[src/hdl/line_routing_consts.vh]
// Contract
// Each digital line has its own direction
// Lines six, seven steer counter count direction
// Strobe is output only, toggles on request
// Line zero input: digital input, analog trigger
// Start trigger defaults to line zero
// Line zero output drives start trigger
// Reference trigger defaults to line one
// Line one output drives reference trigger
// Line two output mirrors sample clock
// Counter one source defaults to line three
// Line three output drives selected counter source
// Input function lines readable as general inputs
// Function line direction select; output blocks trigger
`ifndef LINE_ROUTING_CONSTS_VH
`define LINE_ROUTING_CONSTS_VH

// ----------------------------------------
// Register offsets (byte addresses)
// ----------------------------------------
`define OFS_DIO_DIR 4'h0
`define OFS_DIO_OUT 4'h4
`define OFS_DIO_IN 4'h8
`define OFS_PFI_CTRL 4'hc

// ----------------------------------------
// Function line control fields
// ----------------------------------------
`define PFI_DIR_LSB 0
`define PFI_DIR_MSB 3
`define START_SEL_LSB 4
`define START_SEL_MSB 5
`define REF_SEL_LSB 6
`define REF_SEL_MSB 7
`define CSRC_SEL_LSB 8
`define CSRC_SEL_MSB 9
`define ANA_TRIG_BIT 10
`define UPDN0_EN_BIT 11
`define UPDN1_EN_BIT 12
`define STROBE_BIT 13
`define PFI_IN_LSB 16
`define PFI_IN_MSB 19
`define STROBE_LVL_BIT 20

// ----------------------------------------
// Source selections and reset values
// ----------------------------------------
`define SEL_LINE 2'h0
`define SEL_SOFT 2'h1
`define SEL_INTERNAL 2'h2
`define CTRL_RESET 32'h00000000
`define BYTE_RESET 8'h00
`define RESP_OKAY 2'h0
`define RESP_SLVERR 2'h2

`endif

[src/hdl/connector_function_line_routing.v]
// The implementer's own choices: the AXI4-Lite register port and the address map.
`timescale 1ns/1ps
`include "line_routing_consts.vh"

module connector_function_line_routing (
   input wire CLK,
   input wire RSTN,
   // AXI4-Lite slave
   input wire [3:0] S_AXI_AWADDR,
   input wire S_AXI_AWVALID,
   output reg S_AXI_AWREADY,
   input wire [31:0] S_AXI_WDATA,
   input wire [3:0] S_AXI_WSTRB,
   input wire S_AXI_WVALID,
   output reg S_AXI_WREADY,
   output reg [1:0] S_AXI_BRESP,
   output reg S_AXI_BVALID,
   input wire S_AXI_BREADY,
   input wire [3:0] S_AXI_ARADDR,
   input wire S_AXI_ARVALID,
   output reg S_AXI_ARREADY,
   output reg [31:0] S_AXI_RDATA,
   output reg [1:0] S_AXI_RRESP,
   output reg S_AXI_RVALID,
   input wire S_AXI_RREADY,
   // General digital lines
   // Output enables are high where the board drives the pin
   input wire [7:0] GENERAL_DIGITAL_LINES_I,
   output reg [7:0] GENERAL_DIGITAL_LINES_O,
   output reg [7:0] GENERAL_DIGITAL_LINES_OE,
   // Strobe
   output reg EXTERNAL_STROBE_OUT,
   // Function lines 0..3
   // Lines 0, 1 and 3 drive out their selected internal signal; line 2 the sample clock
   input wire [3:0] FUNCTION_LINES_I,
   output reg [3:0] FUNCTION_LINES_O,
   output reg [3:0] FUNCTION_LINES_OE,
   // Internal timing and counter side
   // Same-clock levels, so no synchroniser is needed
   input wire ACQ_START_INTERNAL,
   input wire ACQ_REF_INTERNAL,
   input wire ACQUISITION_SAMPLE_CLOCK,
   input wire COUNTER_ONE_SRC_INTERNAL,
   output reg ACQUISITION_START_TRIGGER,
   output reg ACQUISITION_REFERENCE_TRIGGER,
   output reg COUNTER_ONE_SOURCE,
   output reg ANALOG_TRIGGER_SOURCE,
   output reg COUNTER_ZERO_UP,
   output reg COUNTER_ONE_UP
);

   // ----------------------------------------
   // Reset release
   // ----------------------------------------
   // A raw release could reach the flops on different edges
   reg rst_s1; // First reset stage
   reg rst_n; // Released reset

   // Two stage release of the asynchronous reset
   always @(posedge CLK or negedge RSTN) begin
      if (!RSTN) begin
         rst_s1 <= 1'b0;
         rst_n <= 1'b0;
      end else begin
         rst_s1 <= 1'b1;
         rst_n <= rst_s1;
      end
   end

   // ----------------------------------------
   // Pin synchronisers
   // ----------------------------------------
   reg [7:0] dio_s1; // First stage, digital lines
   reg [7:0] dio_s2; // Usable digital lines
   reg [3:0] pfi_s1; // First stage, function lines
   reg [3:0] pfi_s2; // Usable function lines

   // Two flip-flops on every pin input
   // Only the second stage is read, to contain metastability
   always @(posedge CLK or negedge rst_n) begin
      if (!rst_n) begin
         dio_s1 <= `BYTE_RESET;
         dio_s2 <= `BYTE_RESET;
         pfi_s1 <= 4'h0;
         pfi_s2 <= 4'h0;
      end else begin
         dio_s1 <= GENERAL_DIGITAL_LINES_I;
         dio_s2 <= dio_s1;
         pfi_s1 <= FUNCTION_LINES_I;
         pfi_s2 <= pfi_s1;
      end
   end

   // ----------------------------------------
   // Registers
   // ----------------------------------------
   reg [7:0] dio_dir; // One direction bit per line
   reg [7:0] dio_out; // Output values
   reg [15:0] pfi_ctrl; // Function line control
   reg strobe_lvl; // Strobe level
   reg aw_hold; // Write address taken
   reg w_hold; // Write data taken
   reg [3:0] aw_addr; // Latched write address
   reg [31:0] w_data; // Latched write data
   reg [3:0] w_strb; // Latched strobes

   // Control fields decoded from the control word
   wire [3:0] pfi_dir = pfi_ctrl[`PFI_DIR_MSB:`PFI_DIR_LSB];
   wire [1:0] start_sel = pfi_ctrl[`START_SEL_MSB:`START_SEL_LSB];
   wire [1:0] ref_sel = pfi_ctrl[`REF_SEL_MSB:`REF_SEL_LSB];
   wire [1:0] csrc_sel = pfi_ctrl[`CSRC_SEL_MSB:`CSRC_SEL_LSB];
   // A write lands once both halves are held and no response waits
   wire do_write = aw_hold && w_hold && !S_AXI_BVALID;

   // Merge written bytes into an old value
   function [31:0] merge;
      input [31:0] old;
      input [31:0] din;
      input [3:0] strb;
      integer k;
      begin
         // Only bytes with their strobe set are replaced
         merge = old;
         for (k = 0; k < 4; k = k + 1) begin
            if (strb[k]) begin
               merge[k*8 +: 8] = din[k*8 +: 8];
            end
         end
      end
   endfunction

   // Pick a trigger source from line, software or internal logic
   function pick;
      input [1:0] sel;
      input line_ok;
      input line;
      input sw_level;
      input internal;
      begin
         // Unknown selections give a quiet low level
         case (sel)
            `SEL_LINE: pick = line_ok & line;
            `SEL_SOFT: pick = sw_level;
            `SEL_INTERNAL: pick = internal;
            default: pick = 1'b0;
         endcase
      end
   endfunction

   // Byte-merged candidates for each writable register
   wire [31:0] m_dir = merge({24'h0, dio_dir}, w_data, w_strb);
   wire [31:0] m_out = merge({24'h0, dio_out}, w_data, w_strb);
   wire [31:0] m_ctl = merge({16'h0, pfi_ctrl}, w_data, w_strb);

   // Write channel: address and data in either order, then response
   always @(posedge CLK or negedge rst_n) begin
      if (!rst_n) begin
         // Everything idles low out of reset
         S_AXI_AWREADY <= 1'b0;
         S_AXI_WREADY <= 1'b0;
         S_AXI_BVALID <= 1'b0;
         S_AXI_BRESP <= `RESP_OKAY;
         aw_hold <= 1'b0;
         w_hold <= 1'b0;
         aw_addr <= 4'h0;
         w_data <= `CTRL_RESET;
         w_strb <= 4'h0;
         dio_dir <= `BYTE_RESET;
         dio_out <= `BYTE_RESET;
         pfi_ctrl <= 16'h0000;
         strobe_lvl <= 1'b0;
      end else begin
         // Ready pulses one cycle and stays low while a half is held
         S_AXI_AWREADY <= !aw_hold && !S_AXI_AWREADY && S_AXI_AWVALID;
         S_AXI_WREADY <= !w_hold && !S_AXI_WREADY && S_AXI_WVALID;
         // Address handshake latches the target word
         if (S_AXI_AWREADY && S_AXI_AWVALID) begin
            aw_hold <= 1'b1;
            aw_addr <= S_AXI_AWADDR;
         end
         // Data handshake latches data and byte strobes
         if (S_AXI_WREADY && S_AXI_WVALID) begin
            w_hold <= 1'b1;
            w_data <= S_AXI_WDATA;
            w_strb <= S_AXI_WSTRB;
         end
         // Response taken by the master
         if (S_AXI_BVALID && S_AXI_BREADY) begin
            S_AXI_BVALID <= 1'b0;
         end
         // Apply the held write and raise the response
         if (do_write) begin
            aw_hold <= 1'b0;
            w_hold <= 1'b0;
            S_AXI_BVALID <= 1'b1;
            S_AXI_BRESP <= `RESP_OKAY;
            case (aw_addr)
               `OFS_DIO_DIR: dio_dir <= m_dir[7:0];
               `OFS_DIO_OUT: dio_out <= m_out[7:0];
               `OFS_DIO_IN: ; // Read only, ignored
               `OFS_PFI_CTRL: begin
                  pfi_ctrl <= m_ctl[15:0];
                  // Writing one to the strobe bit flips the pin
                  if (w_strb[`STROBE_BIT / 8] && w_data[`STROBE_BIT]) begin
                     strobe_lvl <= !strobe_lvl;
                  end
               end
               default: S_AXI_BRESP <= `RESP_SLVERR;
            endcase
         end
      end
   end

   // Read channel: one cycle to accept, data on the next
   always @(posedge CLK or negedge rst_n) begin
      if (!rst_n) begin
         S_AXI_ARREADY <= 1'b0;
         S_AXI_RVALID <= 1'b0;
         S_AXI_RDATA <= `CTRL_RESET;
         S_AXI_RRESP <= `RESP_OKAY;
      end else begin
         // Ready pulses once per request, never while data waits
         S_AXI_ARREADY <= !S_AXI_ARREADY && !S_AXI_RVALID && S_AXI_ARVALID;
         if (S_AXI_ARREADY && S_AXI_ARVALID) begin
            S_AXI_RVALID <= 1'b1;
            S_AXI_RRESP <= `RESP_OKAY;
            S_AXI_RDATA <= `CTRL_RESET;
            // Unmapped words answer with an error and zero data
            case (S_AXI_ARADDR)
               `OFS_DIO_DIR: S_AXI_RDATA[7:0] <= dio_dir;
               `OFS_DIO_OUT: S_AXI_RDATA[7:0] <= dio_out;
               `OFS_DIO_IN: S_AXI_RDATA[7:0] <= dio_s2;
               `OFS_PFI_CTRL: begin
                  S_AXI_RDATA[15:0] <= pfi_ctrl & ~(16'h0001 << `STROBE_BIT);
                  // Input lines read back; output lines read zero
                  S_AXI_RDATA[`PFI_IN_MSB:`PFI_IN_LSB] <=
                     pfi_s2 & ~pfi_dir;
                  S_AXI_RDATA[`STROBE_LVL_BIT] <= strobe_lvl;
               end
               default: S_AXI_RRESP <= `RESP_SLVERR;
            endcase
         end else if (S_AXI_RVALID && S_AXI_RREADY) begin
            S_AXI_RVALID <= 1'b0;
         end
      end
   end

   // ----------------------------------------
   // Routing
   // ----------------------------------------
   reg next_start; // Selected start trigger
   reg next_ref; // Selected reference trigger
   reg next_csrc; // Selected counter one source

   // Source selection; an output line never acts as a source
   always @* begin
      // Software choice reads as a constant low level
      next_start = pick(start_sel, !pfi_dir[0], pfi_s2[0],
         1'b0, ACQ_START_INTERNAL);
      next_ref = pick(ref_sel, !pfi_dir[1], pfi_s2[1],
         1'b0, ACQ_REF_INTERNAL);
      next_csrc = pick(csrc_sel, !pfi_dir[3], pfi_s2[3],
         1'b0, COUNTER_ONE_SRC_INTERNAL);
   end

   // Registered pin and internal outputs
   always @(posedge CLK or negedge rst_n) begin
      if (!rst_n) begin
         GENERAL_DIGITAL_LINES_O <= `BYTE_RESET;
         GENERAL_DIGITAL_LINES_OE <= `BYTE_RESET;
         EXTERNAL_STROBE_OUT <= 1'b0;
         FUNCTION_LINES_O <= 4'h0;
         FUNCTION_LINES_OE <= 4'h0;
         ACQUISITION_START_TRIGGER <= 1'b0;
         ACQUISITION_REFERENCE_TRIGGER <= 1'b0;
         COUNTER_ONE_SOURCE <= 1'b0;
         ANALOG_TRIGGER_SOURCE <= 1'b0;
         COUNTER_ZERO_UP <= 1'b0;
         COUNTER_ONE_UP <= 1'b0;
      end else begin
         // Directions and levels follow the registers a cycle later
         GENERAL_DIGITAL_LINES_OE <= dio_dir;
         GENERAL_DIGITAL_LINES_O <= dio_out;
         EXTERNAL_STROBE_OUT <= strobe_lvl;
         FUNCTION_LINES_OE <= pfi_dir;
         // Function pins 0, 1 and 3 carry the signal that is really selected; pin 2 the sample clock
         FUNCTION_LINES_O[0] <= next_start;
         FUNCTION_LINES_O[1] <= next_ref;
         FUNCTION_LINES_O[2] <= ACQUISITION_SAMPLE_CLOCK;
         FUNCTION_LINES_O[3] <= next_csrc;
         // Internal consumers see the same selection as the pins
         ACQUISITION_START_TRIGGER <= next_start;
         ACQUISITION_REFERENCE_TRIGGER <= next_ref;
         COUNTER_ONE_SOURCE <= next_csrc;
         // Analog trigger path fed from input line zero
         ANALOG_TRIGGER_SOURCE <= pfi_ctrl[`ANA_TRIG_BIT] &&
            !pfi_dir[0] && pfi_s2[0];
         // Count direction from lines six and seven when enabled
         COUNTER_ZERO_UP <= pfi_ctrl[`UPDN0_EN_BIT] & dio_s2[6];
         COUNTER_ONE_UP <= pfi_ctrl[`UPDN1_EN_BIT] & dio_s2[7];
      end
   end

endmodule

[config.mk]
export PLATFORM = sky130hd
export DESIGN_NAME = connector_function_line_routing
export DESIGN_NICKNAME = d
export VERILOG_FILES = /design/src/hdl/connector_function_line_routing.v
export VERILOG_INCLUDE_DIRS = /design/src /design/src/hdl
export SDC_FILE = /design/constraint.sdc
export NUM_CORES = 1
export LEC_CHECK = 0
export ABC_AREA = 1
export BUFFER_PORTS_ARGS = -buffer_cell sky130_fd_sc_hd__buf_4
export CORE_ASPECT_RATIO = 1.5
export CORE_MARGIN = 2
export CORE_UTILIZATION = 35
export CTS_BUF_LIST = sky130_fd_sc_hd__clkbuf_4 sky130_fd_sc_hd__clkbuf_8
export CTS_CLUSTER_DIAMETER = 100
export CTS_CLUSTER_SIZE = 24
export DETAILED_ROUTE_END_ITERATION = 7
export HOLD_SLACK_MARGIN = 0.08
export PLACE_DENSITY = 0.55
export SYNTH_ARGS = -nofsm -noshare
export SYNTH_HDL_FRONTEND = slang
export SYNTH_SLANG_ARGS = --single-unit
[constraint.sdc]
create_clock -name CLK -period 8.4 [get_ports CLK]
set_input_delay 0.84 -clock CLK [delete_from_list [all_inputs] [get_ports CLK]]
set_output_delay 0.84 -clock CLK [all_outputs]
set_load 0.02 [all_outputs]
==> out/summary.log, run 1 <==
qor: timing.max_slew_violation_count 0
qor: finish.syn2layout_area_growth 25.5%
qor: finish.drive_above_1_share 0.336
qor: floorplanning.starting_utilization_of_the_core_area 0.357
qor: critical_path.start_kind primary input
qor: clock_tree.clock_insertion_delay_worst_skew 0.43 ns
qor: placement.buffer_ports.inserted 106
qor: clock_tree.clock_tree.buffer_depth 2
qor: routing.route.final.wire_length 10900 microns
qor: clock_tree.number_of_sinks_handled_by_clock_tree_synthesis 137
qor: critical_path.cp_required 8.77 ns
qor: timing.clock.fmax 510 MHz
qor: critical_path.regToRegEndpoint dio_s2[7]$_DFF_PN0_
qor: finish.layout.filler_cells 1379
qor: timing.fin_setup_tns 0 ns
qor: global_routing.via_count_of_the_first_global_routing_pass 3490
qor: finish.final_util 0.448
qor: critical_path.cp-endpoint S_AXI_RDATA[2]$_DFFE_PN0P_
qor: timing.worst_slew_margin_rel 0.220
qor: synthesis.synth_seq_cells 137
qor: critical_path.crit_chain buf_4 -> nor2_2 -> nand3_1 -> nand2_1 -> o21ai_1 -> nand2_1
qor: global_routing.grt_first_pass_wirelength 17800 microns
qor: synthesis.synthFlopType sky130_fd_sc_hd__dfrtp_1
qor: global_routing.total_routing_resource_utilization_after_global_routing 0.148
qor: floorplanning.die_w 103 microns
qor: global_routing.antenna_found_initial 0
qor: critical_path.cp_slowest_stage_delay 0.88 ns
qor: timing.fin_crit 1.96 ns
qor: critical_path.worst-r2r-cell-count 1
qor: routing.detailroute.via_count 3431
qor: power.power_per_cell_area 308 nW/um^2
qor: clock_tree.cts.htree.levels 4
qor: run_status.result_of_the_run completed
qor: synthesis.synth_enable_flop_cells 0
qor: timing.finalSetupViolations 0
qor: critical_path.criticalPathCategory in2reg
qor: critical_path.endpoint_kind flop
qor: floorplanning.io-pin-count 139
qor: clock_tree.cts_tree done
qor: clock_tree.cts.repair.resized 0
qor: placement.detailedPlace.worstSlack 6.01 ns
qor: critical_path.timing.rr.start rst_n$_DFF_PN0_
qor: routing.drc 0
qor: placement.detailed_place_hpwl 7890 microns
qor: routing.number_of_detailed_routing_iterations_run_before_antenna_repair 4
qor: synthesis.synth_cells 470
qor: placement.globalplace.congestion 0.764
qor: floorplanning.die-height 153 microns
qor: critical_path.worstPathArrival 2.33 ns
qor: critical_path.critical_path.most_common_cell sky130_fd_sc_hd__nand2_1
qor: routing.drt_first_iter_violations 99
qor: synthesis.synth_area_per_cell 11.0 sq um
qor: synthesis.seq_area_frac_synth 0.662
qor: critical_path.regToRegSetupSlack 6.53 ns
qor: clock_tree.num_cts_buffers 17
qor: floorplanning.design.die.area 15800 sq um
qor: floorplanning.core_area 14500 sq um
qor: critical_path.cp_slowest_cell sky130_fd_sc_hd__nor2_2
qor: finish.antenna_diode_instance_count 0
qor: placement.post_dp_cell_area 6080 sq um
qor: routing.detail-route-antenna-nets 0
qor: finish.multi_input_area 1430 sq um
qor: critical_path.cp-startpoint S_AXI_ARADDR[1]
qor: clock_tree.cts.clk_slew.worst_paths 0.07 ns
qor: finish.instances_no_fill 789
qor: timing.worst_slew_pin_slew 1.17 ns
qor: critical_path.critical_path_peak_fanout 32
qor: timing.hold_viol 0
qor: finish.finalInstanceArea 6500 sq um
qor: synthesis.synth_async_sr_flop_share 1.00
qor: timing.final.setup_skew 0.0104 ns
qor: routing.vias_per_cell 4.35
qor: synthesis.synth_area 5180 sq um
qor: routing.wl_per_cell 13.8 microns
qor: clock_tree.clock-root-buffer sky130_fd_sc_hd__clkbuf_8
qor: timing.final_critical_path_setup_slack 6.44 ns
qor: synthesis.count_of_warnings_emitted_by_yosys 0
qor: synthesis.synth.distinct_cells 28
qor: timing.fin_crit_sh 0.234
qor: clock_tree.cts.hold.buffers_added 0
qor: power.ir_worst_vdd 0.128 mV
qor: run.max_cap_viol_count 0
qor: finish.layout.area.seq 3430 sq um
qor: finish.nNetsFinal 647
qor: worst_hold_path.worstHoldPathType in2async
qor: timing.rsz0062_at_grt no
qor: placement.placed_cells 757
qor: floorplanning.row_count 54
qor: global_routing.grt_overflow_total 0
qor: global_routing.grt_start_max_net_pins 82
qor: power.leakagePower 0.00338 uW
qor: clock_tree.post_cts.repair.setup_buffers 0
worst max-delay path, delay by kind of cell:
kind / cells / cell delay (ns)
buf+inv: 1 / 0.13
compound gates: 1 / 0.07
simple gates: 4 / 1.27
worst min path at each step:
stage | to | slack [ns]
finish | rst_n$_DFF_PN0_ | 0.18
CTS | rst_n$_DFF_PN0_ | 0.14
global placement | dio_s2[1]$_DFF_PN0_ | 0.34
floorplan | dio_s2[0]$_DFF_PN0_ | 0.33
detailed placement | dio_s2[1]$_DFF_PN0_ | 0.34
global route | rst_n$_DFF_PN0_ | 0.14
layout by cell type (no fill, tap or decap), drive strengths merged:
master | synthesis | layout
dfrtp | 137 | 137
nand2 | 123 | 123
buf | 25 | 108
o21ai | 69 | 69
inv | 42 | 42
nand3 | 40 | 40
clkbuf | 5 | 24
conb | 2 | 15
nor2 | 15 | 15
clkinv | 1 | 5
nor3b | 3 | 3
bufinv | 0 | 3
nor3 | 3 | 3
a211oi | 2 | 2
a21oi | 1 | 1
xor2 | 1 | 1
mux2 | 1 | 1
clkinvlp | 0 | 1
final cells by class:
| class | count | share of cell area |
|---|---|---|
| inverters | 43 | 0.0248 |
| clock buffers | 24 | 0.0470 |
| repair buffers | 108 | 0.125 |
| well taps | 196 | 0.0377 |
| clock inverters | 8 | 0.0181 |
| flip-flops and latches | 137 | 0.528 |
| multi-input cells | 273 | 0.220 |
state kept, by name (all words and copies together), names as in the netlist, 2 cells and up:
register / count
dio_out: 8
w_data: 16
GENERAL_DIGITAL_LINES_O: 8
pfi_ctrl: 15
S_AXI_RDATA: 20
aw_addr: 4
dio_dir: 8
FUNCTION_LINES_OE: 4
pfi_s2: 4
dio_s2: 8
w_strb: 2
FUNCTION_LINES_O: 3
pfi_s1: 4
dio_s1: 8
GENERAL_DIGITAL_LINES_OE: 8
layer usage:
| metal | vias to the layer above | part of all wire | track usage |
|---|---|---|---|
| met2 | 86 | 0.51 | 0.237 |
| met3 | 16 | 0.046 | 0.0434 |
| met1 | 1630 | 0.42 | 0.187 |
| met5 | - | 0 | 0 |
| met4 | 0 | 0.020 | 0.0602 |
| li1 | 1699 | - | - |
synthesized netlist by cell type, types with 2 or more instances:
| library cell | count | area (sq um) |
|---|---|---|
| sky130_fd_sc_hd__clkbuf_1 | 5 | 18.8 |
| sky130_fd_sc_hd__inv_2 | 2 | 7.51 |
| sky130_fd_sc_hd__o21ai_0 | 24 | 120 |
| sky130_fd_sc_hd__nand3_1 | 39 | 195 |
| sky130_fd_sc_hd__conb_1 | 2 | 7.51 |
| sky130_fd_sc_hd__nor3_2 | 2 | 20.0 |
| sky130_fd_sc_hd__nor3b_1 | 3 | 22.5 |
| sky130_fd_sc_hd__a211oi_1 | 2 | 15.0 |
| sky130_fd_sc_hd__nor2_1 | 9 | 33.8 |
| sky130_fd_sc_hd__nand2_4 | 3 | 33.8 |
| sky130_fd_sc_hd__nand2_1 | 108 | 405 |
| sky130_fd_sc_hd__buf_6 | 4 | 45.0 |
| sky130_fd_sc_hd__buf_4 | 17 | 128 |
| sky130_fd_sc_hd__nor2_2 | 4 | 25.0 |
| sky130_fd_sc_hd__dfrtp_1 | 137 | 3430 |
| sky130_fd_sc_hd__nand2_2 | 12 | 75.1 |
| sky130_fd_sc_hd__o21ai_1 | 15 | 75.1 |
| sky130_fd_sc_hd__o21ai_2 | 30 | 263 |
| sky130_fd_sc_hd__inv_1 | 40 | 150 |
| sky130_fd_sc_hd__buf_2 | 4 | 20.0 |
per-stage QoR:
| stage | hold slack [ns] | power [uW] |
|---|---|---|
| 3_3_place_gp | 0.335 | 1450 |
| 2_1_floorplan | 0.331 | 1260 |
| 3_5_place_dp | 0.336 | 1460 |
| 6_report | 0.178 | 2000 |
| 5_1_grt | 0.143 | 2130 |
| 4_1_cts | 0.142 | 2030 |
power breakdown:
group / switching [uW] / internal (uW)
logic: 300 / 190
registers: 113 / 834
clock network: 234 / 329
total: 647 / 1350
cell families after synthesis:
| family | after synthesis | share of synthesized area |
|---|---|---|
| other | 2 | 0.00145 |
| AO/OA/AOI/OAI | 72 | 0.0922 |
| flip-flops | 137 | 0.662 |
| AND/OR/NAND/NOR | 184 | 0.169 |
| XOR/XNOR | 1 | 0.00169 |
| multiplexers | 1 | 0.00217 |
| buffers and inverters | 73 | 0.0719 |
(Power assumes the default switching activity.)
==> run 2, diff against run 1 <==
clock period = 1.9 ns   (was 8.4 ns; I/O delays follow)
==> run 2 against run 1 <==
Compared with the run above: clock skew increased by 0.0016 ns; register-to-register slack got worse by 6.3 ns; die area unchanged; global-route usage increased by 0.67 points; power increased to 4.5 times the previous value; final area increased by 8.4%; setup slack got worse by 6.2 ns; via count increased by 6.1%; largest power group unchanged.
==> out/summary.log, run 2 (same netlist as run 1, synthesis figures left out) <==
qor: critical_path.cp_required 2.26 ns [-6.51 ns]
qor: finish.commonest_non_fill_non_tap_cell_in_the_layout sky130_fd_sc_hd__dfrtp_1
qor: worst_hold_path.hold-path-cell-count 3
qor: run.max_cap_viol_count 0 [unchanged]
qor: global_routing.grt_start_max_net_pins 136 [+66%]
qor: global_routing.via_count_of_the_first_global_routing_pass 3685 [+5.6%]
qor: critical_path.endpoint_kind flop
qor: routing.route.final.wire_length 11400 microns [+4.2%]
qor: critical_path.worstPathArrival 2.06 ns [-0.27 ns]
qor: routing.wl_per_cell 13.5 microns [-2.4%]
qor: timing.finalSetupViolations 0 [unchanged]
qor: floorplanning.starting_utilization_of_the_core_area 0.357 [unchanged]
qor: timing.finalHoldWorstSlack 0.124 ns [-0.0541 ns]
qor: critical_path.crit_chain dlygate4sd3_1 -> buf_4 -> nand2_1 -> nor3_4 -> dlygate4sd3_1 -> nand3_1 -> nand2_1
qor: finish.largest_register_ff_count 20 [unchanged]
qor: critical_path.timing.rr.start S_AXI_ARREADY$_DFF_PN0_
qor: finish.drive_above_1_share 0.314 [-0.0213]
qor: routing.drc 0 [unchanged]
qor: timing.final.setup_skew 0.0119 ns [+0.00157 ns]
qor: global_routing.antenna_found_initial 0 [unchanged]
qor: power.ir_worst_vdd 0.633 mV [+390%]
qor: power.leakagePower 0.00361 uW [+6.6%]
qor: placement.buffer_ports.inserted 106 [unchanged]
qor: power.power_per_cell_area 1280 nW/um^2 [+320%]
qor: timing.fin_crit_sh 0.890
qor: placement.detailed_place_hpwl 7710 microns [-2.3%]
qor: timing.final_critical_path_setup_slack 0.209 ns [-6.23 ns]
qor: critical_path.regToRegSetupSlack 0.23 ns [-6.30 ns]
qor: global_routing.total_routing_resource_utilization_after_global_routing 0.155 [+0.00669]
qor: worst_hold_path.worst_hold_path.endpoint COUNTER_ONE_SOURCE$_DFF_PN0_
qor: clock_tree.num_cts_buffers 17 [unchanged]
qor: timing.max_slew_violation_count 0 [unchanged]
qor: routing.vias_per_cell 4.32 [-0.61%]
qor: timing.fin_crit 1.69 ns
qor: global_routing.grt_overflow_total 0 [unchanged]
qor: timing.fin_setup_tns 0 ns [unchanged]
qor: critical_path.criticalPathCategory in2reg
qor: timing.clock.fmax 591 MHz
qor: routing.detail-route-antenna-nets 0 [unchanged]
qor: run_status.result_of_the_run completed
qor: finish.layout_top_registers S_AXI_RDATA x20, w_data x16, pfi_ctrl x15
qor: critical_path.cp_slowest_cell sky130_fd_sc_hd__dlygate4sd3_1
qor: power.power_total 9010 uW [+350%]
qor: timing.worst_slew_margin_rel 0.512 [+0.292]
qor: clock_tree.cts.hold.buffers_added 49 [+49]
qor: placement.detailedPlace.worstSlack 0.539 ns [-5.47 ns]
qor: clock_tree.cts_tree done
qor: floorplanning.row_count 54 [unchanged]
qor: critical_path.regToRegEndpoint S_AXI_RDATA[17]$_DFFE_PN0P_
qor: critical_path.critical_path_peak_fanout 6 [-81%]
qor: clock_tree.clock_tree.buffer_depth 2 [unchanged]
qor: critical_path.start_kind primary input
qor: routing.number_of_detailed_routing_iterations_run_before_antenna_repair 4 [unchanged]
qor: critical_path.cp-startpoint S_AXI_ARVALID
qor: finish.final_cell_mix sky130_fd_sc_hd__dfrtp_1 (136), sky130_fd_sc_hd__buf_4 (111), sky130_fd_sc_hd__nand2_1 (108)
qor: floorplanning.design.die.area 15800 sq um [unchanged]
qor: routing.detailroute.via_count 3639 [+6.1%]
qor: floorplanning.io-pin-count 139 [unchanged]
qor: critical_path.worst-r2r-cell-count 5 [+4]
qor: floorplanning.die_w 103 microns [unchanged]
qor: finish.antenna_diode_instance_count 0 [unchanged]
qor: finish.final_util 0.485 [+0.0374]
qor: global_routing.grt_first_pass_wirelength 18600 microns [+4.4%]
qor: timing.rsz0062_at_grt no
qor: critical_path.cp_slowest_stage_delay 0.73 ns [-0.15 ns]
qor: worst_hold_path.hold_start COUNTER_ONE_SRC_INTERNAL
qor: routing.drt_first_iter_violations 209 [+110%]
qor: clock_tree.clock-root-buffer sky130_fd_sc_hd__clkbuf_8
qor: finish.syn2layout_area_growth 35.9%
qor: timing.worst_slew_pin_slew 0.732 ns [-0.437 ns]
qor: placement.globalplace.congestion 0.775 [+1.5%]
qor: timing.hold_viol 0 [unchanged]
qor: worst_hold_path.worstHoldPathType in2reg
qor: floorplanning.core_area 14500 sq um [unchanged]
qor: floorplanning.die-height 153 microns [unchanged]
qor: clock_tree.cts.htree.levels 4 [unchanged]
qor: clock_tree.number_of_sinks_handled_by_clock_tree_synthesis 137 [unchanged]
qor: clock_tree.cts.repair.resized 0 [unchanged]
qor: clock_tree.cts.clk_slew.worst_paths 0.08 ns [about the same]
qor: clock_tree.clock_insertion_delay_worst_skew 0.43 ns [about the same]
qor: finish.regMostFlops S_AXI_RDATA
qor: clock_tree.post_cts.repair.setup_buffers 0 [unchanged]
qor: finish.nNetsFinal 700 [+8.2%]
-- run 2: worst max path at each step --
stage | endpoint | slack (ns) | cells past startpoint
after detailed placement | pfi_ctrl[9]$_DFFE_PN0P_ | 0.54 | 6
after global placement | pfi_ctrl[8]$_DFFE_PN0P_ | 0.55 | 6
after CTS | S_AXI_RDATA[11]$_DFFE_PN0P_ | 0.19 | 5
final | S_AXI_RDATA[17]$_DFFE_PN0P_ | 0.21 | 7
after global routing | S_AXI_RDATA[17]$_DFFE_PN0P_ | 0.07 | 7
after floorplan | ANALOG_TRIGGER_SOURCE$_DFF_PN0_ | 0.45 | 0
-- run 2: through the flow --
step                      cell area (sq um)  instances
after global routing                   7050        842
final                                  7050        842
after CTS                              7050        842
after floorplan                        5240        483
after detailed placement               6120        761
after global placement                 6120        761
-- run 2: final cells by class --
cell class | count | area [sq um]
multi-input combinational | 273 | 1430
timing repair buffer | 161 | 1340
clock inverter | 11 | 144
fill | 1354 | 7480
clock buffer | 21 | 289
sequential | 137 | 3430
inverter | 43 | 161
tap | 196 | 245
-- run 2: critical path: cells and delay by family --
| kind | cells | cell delay [ns] |
|---|---|---|
| buffers and inverters | 3 | 1.38 |
| AND/OR/NAND/NOR | 4 | 0.49 |
-- run 2: where the power goes --
part | switching (uW) | internal, uW | leakage, uW
Combinational | 1370 | 953 | 0.00163
Clock | 1080 | 1430 | 0.000210
Sequential | 480 | 3690 | 0.00176
-- run 2: layer usage --
metal  track usage  vias up  routed length (microns)
li1              -     1803                        -
met1         0.197     1725                     4870
met2         0.256       98                     5840
met3        0.0357       13                      483
met4        0.0564        0                      165
met5             0        -                        0
